### config.mk
export PLATFORM = sky130hd
export DESIGN_NAME = brerr_top
export DESIGN_NICKNAME = d
export VERILOG_FILES = /design/src/design/brerr_pkg.sv /design/src/design/brerr_top.sv
export SDC_FILE = /design/constraint.sdc
export NUM_CORES = 1
export LEC_CHECK = 0
export BUFFER_PORTS_ARGS = -buffer_cell sky130_fd_sc_hd__clkbuf_2
export CORE_MARGIN = 2
export CORE_UTILIZATION = 45
export DETAILED_ROUTE_END_ITERATION = 6
export PLACE_DENSITY = 0.75
export SLEW_MARGIN = 20
export SYNTH_ARGS = -nofsm -noshare
export SYNTH_HDL_FRONTEND = slang
export SYNTH_SLANG_ARGS = --single-unit
### constraint.sdc
create_clock -name clock -period 11.1 [get_ports clock]
set_input_delay 1.11 -clock clock [delete_from_list [all_inputs] [get_ports clock]]
set_output_delay 1.11 -clock clock [all_outputs]
set_load 0.05 [all_outputs]
### src/design/brerr_pkg.sv
package brerr_pkg;

	// ------------------------------------------------------------
	// Register map (word aligned byte addresses)
	// ------------------------------------------------------------
	localparam logic [7:0] ADDR_CTRL    = 8'h00;
	localparam logic [7:0] ADDR_PRI_STS = 8'h04;
	localparam logic [7:0] ADDR_SEC_STS = 8'h08;
	localparam logic [7:0] ADDR_UNC_STS = 8'h0C;
	localparam logic [7:0] ADDR_COR_STS = 8'h10;
	localparam logic [7:0] ADDR_SUNC    = 8'h14;
	localparam logic [7:0] ADDR_MSG_CNT = 8'h18;

	// ------------------------------------------------------------
	// Control register fields
	// ------------------------------------------------------------
	localparam int CTL_SYSTEM_ERROR_REPORT_ENABLE    = 0;
	localparam int CTL_FTL_EN     = 1;
	localparam int CTL_NFTL_EN    = 2;
	localparam int CTL_PAR_EN     = 3;
	localparam int CTL_SPAR_EN    = 4;
	localparam int CTL_BSERR_EN   = 5;
	localparam int CTL_SERR_MASK  = 6;
	localparam int CTL_SERR_SEV   = 7;
	localparam int CTL_ECRC_SEV   = 8;
	localparam int CTL_MAL_SEV    = 9;
	localparam int CTL_PSN_SEV    = 10;
	localparam int CTL_ANF_MODE   = 11;
	localparam int CTL_MPS_LSB    = 12;
	localparam int CTL_WIDTH      = 15;
	localparam logic [CTL_WIDTH-1:0] CTL_RESET = 15'h0000;

	// Primary status fields
	localparam int PS_SIG_SERR = 0;
	localparam int PS_DET_PE   = 1;
	localparam int PS_MDP      = 2;
	localparam int PS_FTL_DET  = 3;
	localparam int PS_NFTL_DET = 4;
	localparam int PS_COR_DET  = 5;
	localparam int PS_WIDTH    = 6;

	// Secondary status fields
	localparam int SS_SIG_SERR = 0;
	localparam int SS_MDP      = 1;
	localparam int SS_WIDTH    = 2;

	// Uncorrectable status fields
	localparam int US_ECRC   = 0;
	localparam int US_PSN    = 1;
	localparam int US_MAL    = 2;
	localparam int US_WIDTH  = 3;

	// Secondary uncorrectable status plus first error pointer
	localparam int SU_SERR     = 0;
	localparam int SU_PERR     = 1;
	localparam int SU_FEP_LSB  = 8;
	localparam int SU_FEP_W    = 5;
	localparam logic [SU_FEP_W-1:0] FEP_SERR = 5'h09;

	// ------------------------------------------------------------
	// Packet encodings
	// ------------------------------------------------------------
	localparam logic [4:0] TYPE_MEM   = 5'h00;
	localparam logic [4:0] TYPE_MEMLK = 5'h01;
	localparam logic [4:0] TYPE_IO    = 5'h02;
	localparam logic [4:0] TYPE_CFG0  = 5'h04;
	localparam logic [4:0] TYPE_CFG1  = 5'h05;
	localparam logic [4:0] TYPE_CPL   = 5'h0A;
	localparam logic [4:0] TYPE_CPLLK = 5'h0B;
	localparam logic [1:0] MSG_SEL_HI = 2'h2;
	localparam logic [7:0] MC_INTX_LO = 8'h20;
	localparam logic [7:0] MC_INTX_HI = 8'h27;
	localparam logic [7:0] MC_UNLOCK  = 8'h00;
	localparam logic [7:0] MC_PM_LO   = 8'h14;
	localparam logic [7:0] MC_PM_HI   = 8'h1B;
	localparam logic [7:0] MC_ERR_LO  = 8'h30;
	localparam logic [7:0] MC_ERR_HI  = 8'h33;
	localparam logic [2:0] CPL_CRS    = 3'h2;
	localparam logic [9:0] LEN_1DW    = 10'h001;
	localparam logic [9:0] LEN_2DW    = 10'h002;
	localparam logic [3:0] BE_NONE    = 4'h0;
	localparam logic [2:0] TC_ZERO    = 3'h0;
	localparam logic [1:0] ATTR_ZERO  = 2'h0;
	localparam logic [12:0] PAGE_DW   = 13'h0400; // 4KByte in dwords
	localparam logic [6:0] RCB_DW     = 7'h10;    // 64 byte boundary

	// Message codes for the error message port; only MSG_FTL and MSG_NFTL are driven
	localparam logic [1:0] MSG_COR   = 2'h1;
	localparam logic [1:0] MSG_NFTL  = 2'h2;
	localparam logic [1:0] MSG_FTL   = 2'h3;

endpackage : brerr_pkg

### src/design/brerr_top.sv
`timescale 1ns/1ps
`default_nettype none

// What this block does
// RQ1 - Secondary SERR# sets secondary signaled-system-error
// RQ2 - Secondary SERR# sends gated fatal/nonfatal message
// RQ3 - Secondary SERR# sets secondary system error flag
// RQ4 - Secondary SERR# updates first error pointer
// RQ5 - No header logged for SERR#
// RQ6 - ECRC error sets status, detected bits, drops
// RQ7 - ECRC signaled-system-error only if message sent
// RQ8 - Poisoned sets correctable/fatal detected, advisory flag
// RQ9 - Poisoned sets poisoned flag and parity detected
// RQ10 - Poisoned signaled-system-error only on fatal message
// RQ11 - Poisoned read completion sets master parity flag
// RQ12 - Forwarded poisoned write PERR# sets secondary flag
// RQ13 - Forwarded poisoned write sets secondary parity flag
// RQ14 - Payload over max size is malformed
// RQ15 - Length or digest mismatch is malformed
// RQ16 - Request crossing 4KByte is malformed
// RQ17 - Nonzero class on special messages malformed
// RQ18 - Undefined type encoding is malformed
// RQ19 - Illegal byte enable patterns are malformed
// RQ20 - Bad I/O or config request malformed
// RQ21 - RCB violations and stray retry malformed
// RQ22 - Malformed: optional message, detected bit, discard
// RQ23 - Flags sticky; each event evaluated once
module brerr_top
	import brerr_pkg::*;
#(
	parameter int MPS_W = 3
)(
	input  wire logic        clock,
	input  wire logic        rst_n,
	// Wishbone classic slave
	input  wire logic        wb_cyc_i,
	input  wire logic        wb_stb_i,
	input  wire logic        wb_we_i,
	input  wire logic [7:0]  wb_adr_i,
	input  wire logic [3:0]  wb_sel_i,
	input  wire logic [31:0] wb_dat_i,
	output logic      [31:0] wb_dat_o,
	output logic             wb_ack_o,
	// Secondary PCI bus events
	input  wire logic        sec_serr_n,
	input  wire logic        parity_error_pin,
	input  wire logic        fwd_psn_write,
	// Received packet header, one cycle strobe
	input  wire logic        rx_valid,
	input  wire logic [4:0]  rx_type,
	input  wire logic [1:0]  rx_fmt,
	input  wire logic [2:0]  rx_tc,
	input  wire logic [1:0]  rx_attr,
	input  wire logic        rx_td,
	input  wire logic        rx_ecrc_present,
	input  wire logic        rx_ecrc_bad,
	input  wire logic        rx_poisoned,
	input  wire logic [9:0]  rx_length,
	input  wire logic [10:0] rx_payload_dw,
	input  wire logic [3:0]  rx_first_be,
	input  wire logic [3:0]  rx_last_be,
	input  wire logic [11:0] rx_addr_dw,
	input  wire logic [7:0]  rx_msg_code,
	input  wire logic [2:0]  rx_cpl_status,
	input  wire logic        rx_req_is_cfg,
	// Outcome and error message
	output logic             rx_drop,
	output logic             msg_valid,
	output logic      [1:0]  msg_kind
);

	// ------------------------------------------------------------
	// Helper functions
	// ------------------------------------------------------------
	// Byte enables contiguous: no zero hole between set bits
	function automatic logic be_contig(input logic [3:0] be);
		logic ok;
		ok = 1'b1;
		case (be)
			4'h5, 4'h9, 4'hA, 4'hB, 4'hD: ok = 1'b0;
			default: ok = 1'b1;
		endcase
		return ok;
	endfunction : be_contig

	function automatic logic in_range(input logic [7:0] v, input logic [7:0] lo,
		input logic [7:0] hi);
		return (v >= lo) && (v <= hi);
	endfunction : in_range

	// Enables spanning a dword seam: first must reach its top byte, last start at byte 0
	function automatic logic be_span_ok(input logic [3:0] fbe, input logic [3:0] lbe);
		return fbe[3] & lbe[0] & be_contig(fbe) & be_contig(lbe);
	endfunction : be_span_ok

	// ------------------------------------------------------------
	// Registers
	// ------------------------------------------------------------
	logic [CTL_WIDTH-1:0] ctrl_q;
	logic [PS_WIDTH-1:0]  pri_q;
	logic [SS_WIDTH-1:0]  sec_q;
	logic [US_WIDTH-1:0]  unc_q;
	logic                 anf_q;
	logic [1:0]           sunc_q;
	logic [SU_FEP_W-1:0]  fep_q;
	logic [15:0]          msg_cnt_q;
	logic                 serr_prev_q;
	logic                 perr_prev_q;

	// Control bit decode
	wire logic system_error_report_enable   = ctrl_q[CTL_SYSTEM_ERROR_REPORT_ENABLE];
	wire logic ftl_en    = ctrl_q[CTL_FTL_EN];
	wire logic nftl_en   = ctrl_q[CTL_NFTL_EN];
	wire logic par_en    = ctrl_q[CTL_PAR_EN];
	wire logic spar_en   = ctrl_q[CTL_SPAR_EN];
	wire logic bserr_en  = ctrl_q[CTL_BSERR_EN];
	wire logic serr_mask = ctrl_q[CTL_SERR_MASK];
	wire logic [MPS_W-1:0] mps = ctrl_q[CTL_MPS_LSB +: MPS_W];
	// Max payload in dwords: 32 << mps
	wire logic [10:0] mps_dw = 11'(11'h020 << mps);

	// ------------------------------------------------------------
	// Event detection, one pulse per SERR# falling edge or PERR# falling edge during a forwarded poisoned write
	// ------------------------------------------------------------
	wire logic serr_evt = serr_prev_q & ~sec_serr_n; // RQ23
	wire logic perr_evt = fwd_psn_write & perr_prev_q & ~parity_error_pin;

	// Report enable for a given severity
	function automatic logic rpt_ok(input logic fatal, input logic se,
		input logic fe, input logic ne);
		return se | (fatal ? fe : ne);
	endfunction : rpt_ok

	// SERR# message: unmasked or bridge enable, then report enable
	wire logic serr_sev  = ctrl_q[CTL_SERR_SEV];
	wire logic serr_msg  = serr_evt & (~serr_mask | bserr_en)
		& rpt_ok(serr_sev, system_error_report_enable, ftl_en, nftl_en); // RQ2

	// ------------------------------------------------------------
	// Malformed checks
	// ------------------------------------------------------------
	wire logic has_data  = rx_fmt[1];
	wire logic is_msg    = rx_type[4:3] == MSG_SEL_HI;
	wire logic is_cpl    = (rx_type == TYPE_CPL) | (rx_type == TYPE_CPLLK);
	wire logic is_mem    = (rx_type == TYPE_MEM) | (rx_type == TYPE_MEMLK);
	wire logic is_io     = rx_type == TYPE_IO;
	wire logic is_cfg    = (rx_type == TYPE_CFG0) | (rx_type == TYPE_CFG1);
	wire logic [10:0] len_dw = (rx_length == 10'h000) ? 11'h400 : {1'b0, rx_length};

	wire logic m_mps   = has_data & (rx_payload_dw > mps_dw); // RQ14
	wire logic m_len   = has_data & (is_mem | is_io | is_cfg | is_cpl)
		& (rx_payload_dw != len_dw); // RQ15
	wire logic m_td    = rx_td != rx_ecrc_present; // RQ15
	wire logic [12:0] end_dw = {1'b0, rx_addr_dw} + {2'b00, len_dw};
	wire logic m_4k    = is_mem & (end_dw > PAGE_DW); // RQ16
	wire logic spec_msg = in_range(rx_msg_code, MC_INTX_LO, MC_INTX_HI)
		| in_range(rx_msg_code, MC_PM_LO, MC_PM_HI)
		| in_range(rx_msg_code, MC_ERR_LO, MC_ERR_HI)
		| (rx_msg_code == MC_UNLOCK);
	wire logic m_tc    = is_msg & spec_msg & (rx_tc != TC_ZERO); // RQ17
	wire logic m_type  = ~(is_msg | is_cpl | is_mem | is_io | is_cfg); // RQ18
	wire logic one_dw  = len_dw == {1'b0, LEN_1DW};
	wire logic two_dw  = len_dw == {1'b0, LEN_2DW};
	wire logic req_be  = is_mem | is_io | is_cfg;
	wire logic m_be    = req_be & (
		((rx_first_be == BE_NONE) & ~one_dw) |
		((rx_last_be != BE_NONE) & one_dw) |
		((rx_last_be == BE_NONE) & ~one_dw) |
		(two_dw & rx_addr_dw[0] & ~be_span_ok(rx_first_be, rx_last_be)) |
		(~one_dw & ~two_dw & ~be_span_ok(rx_first_be, rx_last_be))
	); // RQ19
	wire logic m_iocfg = (is_io | is_cfg) & ((rx_tc != TC_ZERO) | (rx_attr != ATTR_ZERO)
		| ~one_dw | (rx_last_be != BE_NONE)); // RQ20
	// Completion may not cross the read completion boundary; only completions under 16 dwords are flagged
	// Dword offset inside a 64-byte block
	wire logic [6:0] rcb_off = {3'b000, rx_addr_dw[3:0]};
	wire logic m_rcb   = is_cpl & has_data
		& (({4'h0, rcb_off} + len_dw) > {4'h0, RCB_DW}) & (len_dw < {4'h0, RCB_DW}); // RQ21
	wire logic m_crs   = is_cpl & (rx_cpl_status == CPL_CRS) & ~rx_req_is_cfg; // RQ21

	wire logic mal     = rx_valid & (m_mps | m_len | m_td | m_4k | m_tc | m_type
		| m_be | m_iocfg | m_rcb | m_crs);
	wire logic ecrc    = rx_valid & ~mal & rx_ecrc_bad;
	wire logic psn     = rx_valid & ~mal & ~rx_ecrc_bad & rx_poisoned;

	// Message decisions, one per classified packet
	wire logic mal_sev  = ctrl_q[CTL_MAL_SEV];
	wire logic ecrc_sev = ctrl_q[CTL_ECRC_SEV];
	wire logic psn_fatal = ctrl_q[CTL_PSN_SEV] & ~ctrl_q[CTL_ANF_MODE];
	wire logic mal_msg  = mal & rpt_ok(mal_sev, system_error_report_enable, ftl_en, nftl_en); // RQ22
	wire logic ecrc_msg = ecrc & rpt_ok(ecrc_sev, system_error_report_enable, ftl_en, nftl_en);
	wire logic psn_msg  = psn & psn_fatal & rpt_ok(1'b1, system_error_report_enable, ftl_en, nftl_en);
	wire logic any_msg  = serr_msg | mal_msg | ecrc_msg | psn_msg;
	// SERR# wins the message slot when it coincides with a packet
	wire logic msg_fatal = serr_msg ? serr_sev : mal_msg ? mal_sev
		: ecrc_msg ? ecrc_sev : 1'b1;

	// ------------------------------------------------------------
	// Wishbone decode
	// ------------------------------------------------------------
	wire logic wb_req   = wb_cyc_i & wb_stb_i & ~wb_ack_o;
	wire logic wb_wr    = wb_req & wb_we_i;
	wire logic sel_ctrl = wb_adr_i == ADDR_CTRL;
	wire logic sel_pri  = wb_adr_i == ADDR_PRI_STS;
	wire logic sel_sec  = wb_adr_i == ADDR_SEC_STS;
	wire logic sel_unc  = wb_adr_i == ADDR_UNC_STS;
	wire logic sel_cor  = wb_adr_i == ADDR_COR_STS;
	wire logic sel_sunc = wb_adr_i == ADDR_SUNC;
	wire logic sel_cnt  = wb_adr_i == ADDR_MSG_CNT;
	// Write-one-to-clear from byte lane 0 only
	wire logic [7:0] w1c = (wb_wr & wb_sel_i[0]) ? wb_dat_i[7:0] : 8'h00;
	wire logic [31:0] rd_mux =
		sel_ctrl ? {17'h0, ctrl_q} :
		sel_pri  ? {26'h0, pri_q} :
		sel_sec  ? {30'h0, sec_q} :
		sel_unc  ? {29'h0, unc_q} :
		sel_cor  ? {31'h0, anf_q} :
		sel_sunc ? {19'h0, fep_q, 6'h0, sunc_q} :
		sel_cnt  ? {16'h0, msg_cnt_q} : 32'h0000_0000;

	// ------------------------------------------------------------
	// Next status: set wins over software clear
	// ------------------------------------------------------------
	logic [PS_WIDTH-1:0] pri_set;
	logic [SS_WIDTH-1:0] sec_set;
	logic [US_WIDTH-1:0] unc_set;
	logic [1:0]          sunc_set;
	always_comb
	begin
		pri_set = '0;
		pri_set[PS_SIG_SERR] = system_error_report_enable & (mal_msg | ecrc_msg | psn_msg); // RQ7 RQ10 RQ22
		pri_set[PS_DET_PE]   = ecrc | psn; // RQ6 RQ9
		pri_set[PS_MDP]      = psn & is_cpl & par_en; // RQ11
		pri_set[PS_FTL_DET]  = (mal & mal_sev) | (ecrc & ecrc_sev) | (psn & psn_fatal)
			| (serr_evt & serr_sev); // RQ6 RQ8 RQ22
		pri_set[PS_NFTL_DET] = (mal & ~mal_sev) | (ecrc & ~ecrc_sev)
			| (serr_evt & ~serr_sev); // RQ6 RQ22
		pri_set[PS_COR_DET]  = psn & ~psn_fatal; // RQ8
		sec_set = '0;
		sec_set[SS_SIG_SERR] = serr_evt; // RQ1
		sec_set[SS_MDP]      = perr_evt & spar_en; // RQ12
		unc_set = '0;
		unc_set[US_ECRC] = ecrc; // RQ6
		unc_set[US_PSN]  = psn; // RQ9
		unc_set[US_MAL]  = mal; // RQ14
		sunc_set = '0;
		sunc_set[SU_SERR] = serr_evt; // RQ3
		sunc_set[SU_PERR] = perr_evt; // RQ13
	end

	// ------------------------------------------------------------
	// Control, status and bus answer
	// ------------------------------------------------------------
	always_ff @(posedge clock)
	begin
		if (!rst_n)
		begin
			ctrl_q      <= CTL_RESET;
			pri_q       <= '0;
			sec_q       <= '0;
			unc_q       <= '0;
			anf_q       <= 1'b0;
			sunc_q      <= '0;
			fep_q       <= '0;
			msg_cnt_q   <= '0;
			serr_prev_q <= 1'b1;
			perr_prev_q <= 1'b1;
			wb_ack_o    <= 1'b0;
			wb_dat_o    <= '0;
			rx_drop     <= 1'b0;
			msg_valid   <= 1'b0;
			msg_kind    <= '0;
		end
		else
		begin
			serr_prev_q <= sec_serr_n;
			perr_prev_q <= parity_error_pin;
			wb_ack_o    <= wb_req;
			wb_dat_o    <= (wb_req & ~wb_we_i) ? rd_mux : 32'h0000_0000;
			if (wb_wr & sel_ctrl & wb_sel_i[0])
				ctrl_q[7:0] <= wb_dat_i[7:0];
			if (wb_wr & sel_ctrl & wb_sel_i[1])
				ctrl_q[CTL_WIDTH-1:8] <= wb_dat_i[CTL_WIDTH-1:8];
			// Sticky flags until software clears them
			pri_q  <= (pri_q & ~(sel_pri ? w1c[PS_WIDTH-1:0] : '0)) | pri_set; // RQ23
			sec_q  <= (sec_q & ~(sel_sec ? w1c[SS_WIDTH-1:0] : '0)) | sec_set;
			unc_q  <= (unc_q & ~(sel_unc ? w1c[US_WIDTH-1:0] : '0)) | unc_set;
			anf_q  <= (anf_q & ~(sel_cor & w1c[0])) | (psn & ctrl_q[CTL_ANF_MODE]); // RQ8
			sunc_q <= (sunc_q & ~(sel_sunc ? w1c[1:0] : '0)) | sunc_set;
			// Pointer and flags only, never a header capture
			if (serr_evt)
				fep_q <= FEP_SERR; // RQ4 RQ5
			rx_drop   <= mal | ecrc; // RQ6 RQ22
			msg_valid <= any_msg;
			msg_kind  <= msg_fatal ? MSG_FTL : MSG_NFTL;
			if (any_msg)
				msg_cnt_q <= msg_cnt_q + 16'h0001;
		end
	end

endmodule : brerr_top

`default_nettype wire

-- After elaboration in Yosys (flattened, before gate mapping)
Cells that the tools add are included.
- add/subtract/negate cells: 3
- magnitude comparators: 10
- equality and inequality tests: 28
- shifts and indexed selects: 1
- mux-type cells: 22
- bitwise operators: 141
- reduce and logical (&&, ||, !) cells: 17
- operators with widths (operator ; count):
    15-bit 2-to-1 mux ; 7
    1-bit bitwise AND ; 60
    1-bit bitwise OR ; 48
    4-bit == test (second input constant) ; 8
    8-bit by 5-bit == test with 1-bit output (second input constant) ; 3
    1-bit inverter ; 21
    16-bit by 1-bit adder with 16-bit output (second input constant) ; 1
    8-bit by 4-bit == test with 1-bit output (second input constant) ; 2
    8-bit by 6-bit greater-or-equal comparator with 1-bit output (second input constant) ; 2
    8-bit by 6-bit less-or-equal comparator with 1-bit output (second input constant) ; 2
    8-bit zero test ; 2
    12-bit by 11-bit adder with 13-bit output ; 1
    13-bit by 11-bit greater-than comparator with 1-bit output (second input constant) ; 1
    6-bit 2-to-1 mux ; 2
    4-bit by 11-bit adder with 11-bit output ; 1
    11-bit by 1-bit == test with 1-bit output (second input constant) ; 1
    11-bit by 2-bit == test with 1-bit output (second input constant) ; 1
    11-bit greater-than comparator ; 1
    11-bit by 5-bit greater-than comparator with 1-bit output (second input constant) ; 1
    11-bit by 5-bit less-than comparator with 1-bit output (second input constant) ; 1
    11-bit 2-to-1 mux ; 1
    11-bit inequality test ; 1
    6-bit by 3-bit << shifter with 11-bit output (first input constant) ; 1
    5-bit by 3-bit == test with 1-bit output (second input constant) ; 2
    other kinds (33) ; 51
- register bits after elaboration: 85
- input port bits: 122
- output and inout port bits: 37
- word-level logic and storage cells: 240

-- Logic depth before layout (Yosys ltp)
- depth after elaboration: 26
- gate-level depth with buffers: 14
- gate-level depth less buffers: 12

-- Worst setup path after synthesis
No wires, ideal clock.
- path kind: input -> register
- start: input rx_length[0]
- end: register msg_cnt_q[12]
- library setup time: 0.128 ns
- arrival time: 4.097 ns
- required time: 10.972 ns
- path slack: 6.875 ns
- stages: 14
- buffers on the path: 2
- cell sequence: clkbuf_1 > ha_1 > fa_1 > a21bo_2 > a2111o_1 > a211oi_1 > o221a_2 > o2111ai_1 > a211o_4 > nor3_4 > buf_2 > nand4b_1 > xor2_1 > nor2_1
- cells in the longest elaborated chain, start to end: 22
- elaborated cells between the ends (all ways): 53
- those cells by class: add/sub (2); order compare (3); eq/ne (3); mux (1); bitwise (43); reduce/logical (1)
- ends and longest elaborated chain (item ; RTL line ; text):
    start, declared ; brerr_top.sv:58 ; input wire logic [9:0] rx_length,
    10-bit zero test ; brerr_top.sv:148 ; wire logic [10:0] len_dw = (rx_length == 10'h000) ? 11'h400 : {1'b0, rx_length};
    11-bit 2-to-1 mux * ; brerr_top.sv:148 ;
    branches (longest 10 deep; another with 12-bit by 11-bit adder with 13-bit output) ; -- ;
    1-bit bitwise OR * (2 in a row) ; brerr_top.sv:182 ; | m_be | m_iocfg | m_rcb | m_crs);
    1-bit bitwise AND * ; brerr_top.sv:181 ; wire logic mal = rx_valid & (m_mps | m_len | m_td | m_4k | m_tc | m_type
    1-bit inverter ; brerr_top.sv:183, brerr_top.sv:184 ;
    1-bit bitwise AND ; brerr_top.sv:183, brerr_top.sv:184 ;
    1-bit bitwise AND (2 in a row) ; brerr_top.sv:184 ; wire logic psn = rx_valid & ~mal & ~rx_ecrc_bad & rx_poisoned;
    1-bit bitwise AND (2 in a row) ; brerr_top.sv:192 ; wire logic psn_msg = psn & psn_fatal & rpt_ok(1'b1, system_error_report_enable, ftl_en, nftl_en);
    1-bit bitwise OR * ; brerr_top.sv:193 ; wire logic any_msg = serr_msg | mal_msg | ecrc_msg | psn_msg;
    end signal, assigned ; brerr_top.sv:297 ; msg_cnt_q <= msg_cnt_q + 16'h0001;
    end, declared ; brerr_top.sv:106 ; logic [15:0] msg_cnt_q;
Mark *: on every way between the ends.
A chain may end at the register's enable or synchronous reset.

-- Worst setup path after layout
- start: input rx_length[0]
- end: register msg_cnt_q[11]
The elaborated chain is that of the path after synthesis.

==> impl_metrics.ini <==
[clock_network]
cts_max_level = 3
ctsHoldBuffers = 0
ctsResizeCount = 0
cts.repair_timing.setup_buffer_count = 0
worst_skew_pair.late_latency_ns = 0.34
cts_made_buffers = 9
cts_num_sinks = 69
cts.clk_slew.worst_paths_ns = 0.07
cts_max_path_buffers = 2
tritoncts_clock_tree = built
clock-root-buffer = clkbuf_8

[setup_path]
path_cells = clkbuf_2 > ha_1 > fa_1 > xor2_1 > or3_1 > a21oi_1 > o2111ai_1 > a2111oi_0 > a21boi_2 > nor3_4 > nor3_2 > and4_1 > o21a_1
cp_top_family = compound AO/OA/AOI/OAI gates
critPathMaxFanout = 14
path_class = input pin to register
max_stage_delay_ns = 0.61
worstSetupStartpointType = input pin
reg2reg_depth = 11
timing.critical_path.slowest_stage_cell = nor3_4
cp-end-kind = register
cp.arrival_ns = 4.91
r2r_end = msg_cnt_q[11]
r2r-start = ctrl_q[13]
regToRegSetupSlack_ns = 7.06
cp.required_ns = 11.33
worst-path-buf-inv = 1

[floorplan]
die-width_um = 105
die_height_um = 105
core_region_area_um2 = 9770
num_rows = 36
initial_utilization_pct = 46.5
ios = 159
die_area_um2 = 10900

[routing]
initialDrtViolationCount = 302
drt_pre_antenna_iters = 5
detail_route.drc_violations = 0
wire_per_inst_um = 16.4
detail_route.vias_per_cell = 5.76
final_antenna_net_count = 0
finalWirelength_um = 13100
vias = 4594

[global_routing]
met2_track_demand_over_resource_pct = 39.0
grt_start_max_net_pins = 46
via_count_of_the_first_global_routing_pass = 4343
gr-usage-met3_pct = 4.32
track_usage_pct = 23.8
grt_pass1_wl_um = 21500
top_usage_layer = met2
grt_overflow = 0
antenna_found_initial = 0
met1_usage_pct = 32.8

[sta]
report.final.slew_viol_count = 0
slew-limit-headroom_pct = 37.7
rsz0062_at_grt = false
timing.clock.skew_ns = 0.00998
final_min_period_over_clock_period_pct = 42.1
setup_tns_ns = 0
setup_viol = 0
min_period_ns = 4.67
tightest_slew_ns = 0.927
fmax_mhz = 214
hold_violations = 0

[placement]
gp_routability_congestion = 0.934
port-buffer-count = 122
placed_cells = 781
detailed_place_hpwl_um = 10200

[hold_path]
hold_path.class = register to register
min_delay_path_depth = 2
worst_hold_startpoint = sec_q[1]
min_delay_worst_endpoint = sec_q[1]

[status]
outcome = finished clean

[layout]
antenna_cells_inserted = 0
n_fill_cell = 929
layout-drive-gt1-share_pct = 25.0
utilization_pct = 54.9
final_cell_count_no_fill = 797
areaGrowthSynthToFinish_pct = 17.9
fin_nets = 798

[logic_synthesis]
synth_edf_count = 0
synth_largest_type_area_fraction_pct = 30.4
sequential_to_total_area_share_from_yosys_stat_pct = 30.4
synth_area_per_cell_um2 = 8.21
yosys_warnings = 0
synthesis.instances = 554
synthTopCellsByArea = dfxtp_1 30%, nor2_1 5.4%, ha_1 4.4%
synth_async_sr_flop_share_pct = 0
ys_dominant_reg_cell = dfxtp_1
yosys.area.top_type = dfxtp_1
synthDistinctLibCells = 79
synth-seq-cells = 69
cell_area_after_technology_mapping_um2 = 4550

[power]
leakage_nw = 2.08
peakVddDrop_mv = 0.0828
power.density_cell_area_nw_per_um2 = 110

[flow_run]
cap_violations = 0
## report_power, final
part / leakage (nW) / internal (mW) / switching [mW]
clock network: 0.107 / 0.129 / 0.101
logic: 1.42 / 0.0412 / 0.0682
registers: 0.559 / 0.251 / 0.00235
total: 2.08 / 0.421 / 0.171
## how the worst max path moves through the flow
stage            startpoint       endpoint  slack, ns  cells after the start
2_1_floorplan  rx_length[0]  msg_cnt_q[12]       6.88                     14
3_3_place_gp   rx_length[0]  msg_cnt_q[10]       6.26                     13
3_5_place_dp   rx_length[0]  msg_cnt_q[14]       6.08                     13
4_1_cts        rx_length[0]  msg_cnt_q[14]       6.45                     13
5_1_grt        rx_length[0]  msg_cnt_q[14]       6.13                     13
6_report       rx_length[0]  msg_cnt_q[11]       6.43                     13
## final cells by class
| class | instances | area, µm² | area share (%) |
|---|---|---|---|
| Tap cell | 133 | 166 | 3.10 |
| Sequential cell | 69 | 1380 | 25.8 |
| Clock inverter | 6 | 93.8 | 1.75 |
| Clock buffer | 10 | 128 | 2.38 |
| Inverter | 20 | 75.1 | 1.40 |
| Multi-Input combinational cell | 436 | 2900 | 54.1 |
| Timing Repair Buffer | 123 | 618 | 11.5 |
## layout by cell type, fill, tap and decap left out, drive strengths merged, types with 5 or more instances in the layout
cell type / count
nor2: 66
nand2: 41
dfxtp: 69
o21a: 10
a221oi: 7
ha: 16
nand4: 7
nor3: 15
nor4: 13
nand3b: 8
and3: 9
a211oi: 5
mux2i: 18
a21oi: 33
nand3: 8
a22oi: 10
xnor2: 21
nand2b: 7
or4: 5
o211ai: 7
a31oi: 6
clkbuf: 132
inv: 22
nor2b: 6
nor4b: 6
conb: 16
xor2: 6
o21ai: 23
## per-layer routing
metal  vias to the layer above  share of wire [%]
met3                        13                7.3
met1                      2157                 45
met5                         -                  0
met2                       209                 47
met4                         0               0.84
li1                       2215                  -
## synth_stat cells (13+ instances only)
cell type and n:
a21oi_1 33, nor2_1 65, dfxtp_1 69, clkbuf_1 21, mux2i_1 18, nand2_1 41
buf_4 16, nor3_1 13, inv_1 19, xnor2_1 21, ha_1 16, o21ai_0 23
## cell families after synthesis
logic type	synth area share [%]
AOI/OAI and AO/OA	20.8
xor gates and xnor gates	5.20
adders and majority gates	5.06
buffers and inverters	7.07
DFF	30.4
muxes	4.46
other	0.0825
and+or+nand+nor	26.9
## registers in the layout (all words and copies together), names as in the netlist, 2 cells and up
name and count:
msg_kind 2, unc_q 3, sec_q 2, wb_dat_o 16, ctrl_q 15, sunc_q 2
pri_q 6, msg_cnt_q 16
## per-stage QoR
stage                     total power, mW  setup slack (ns)  cell area, µm²  hold WS (ns)
after floorplan                     0.335              6.88            4600         0.440
after global placement              0.364              6.26            5140         0.454
after detailed placement            0.367              6.08            5140         0.472
after CTS                           0.593              6.45            5360         0.486
after global routing                0.618              6.13            5360         0.503
final                               0.592              6.43            5360         0.483
## tightest hold or removal path: stages, from the launching register on
cell	delay, ns
dfxtp_1	0.30
o21ai_0	0.07
a21oi_1	0.06
(Power assumes the default switching activity.)
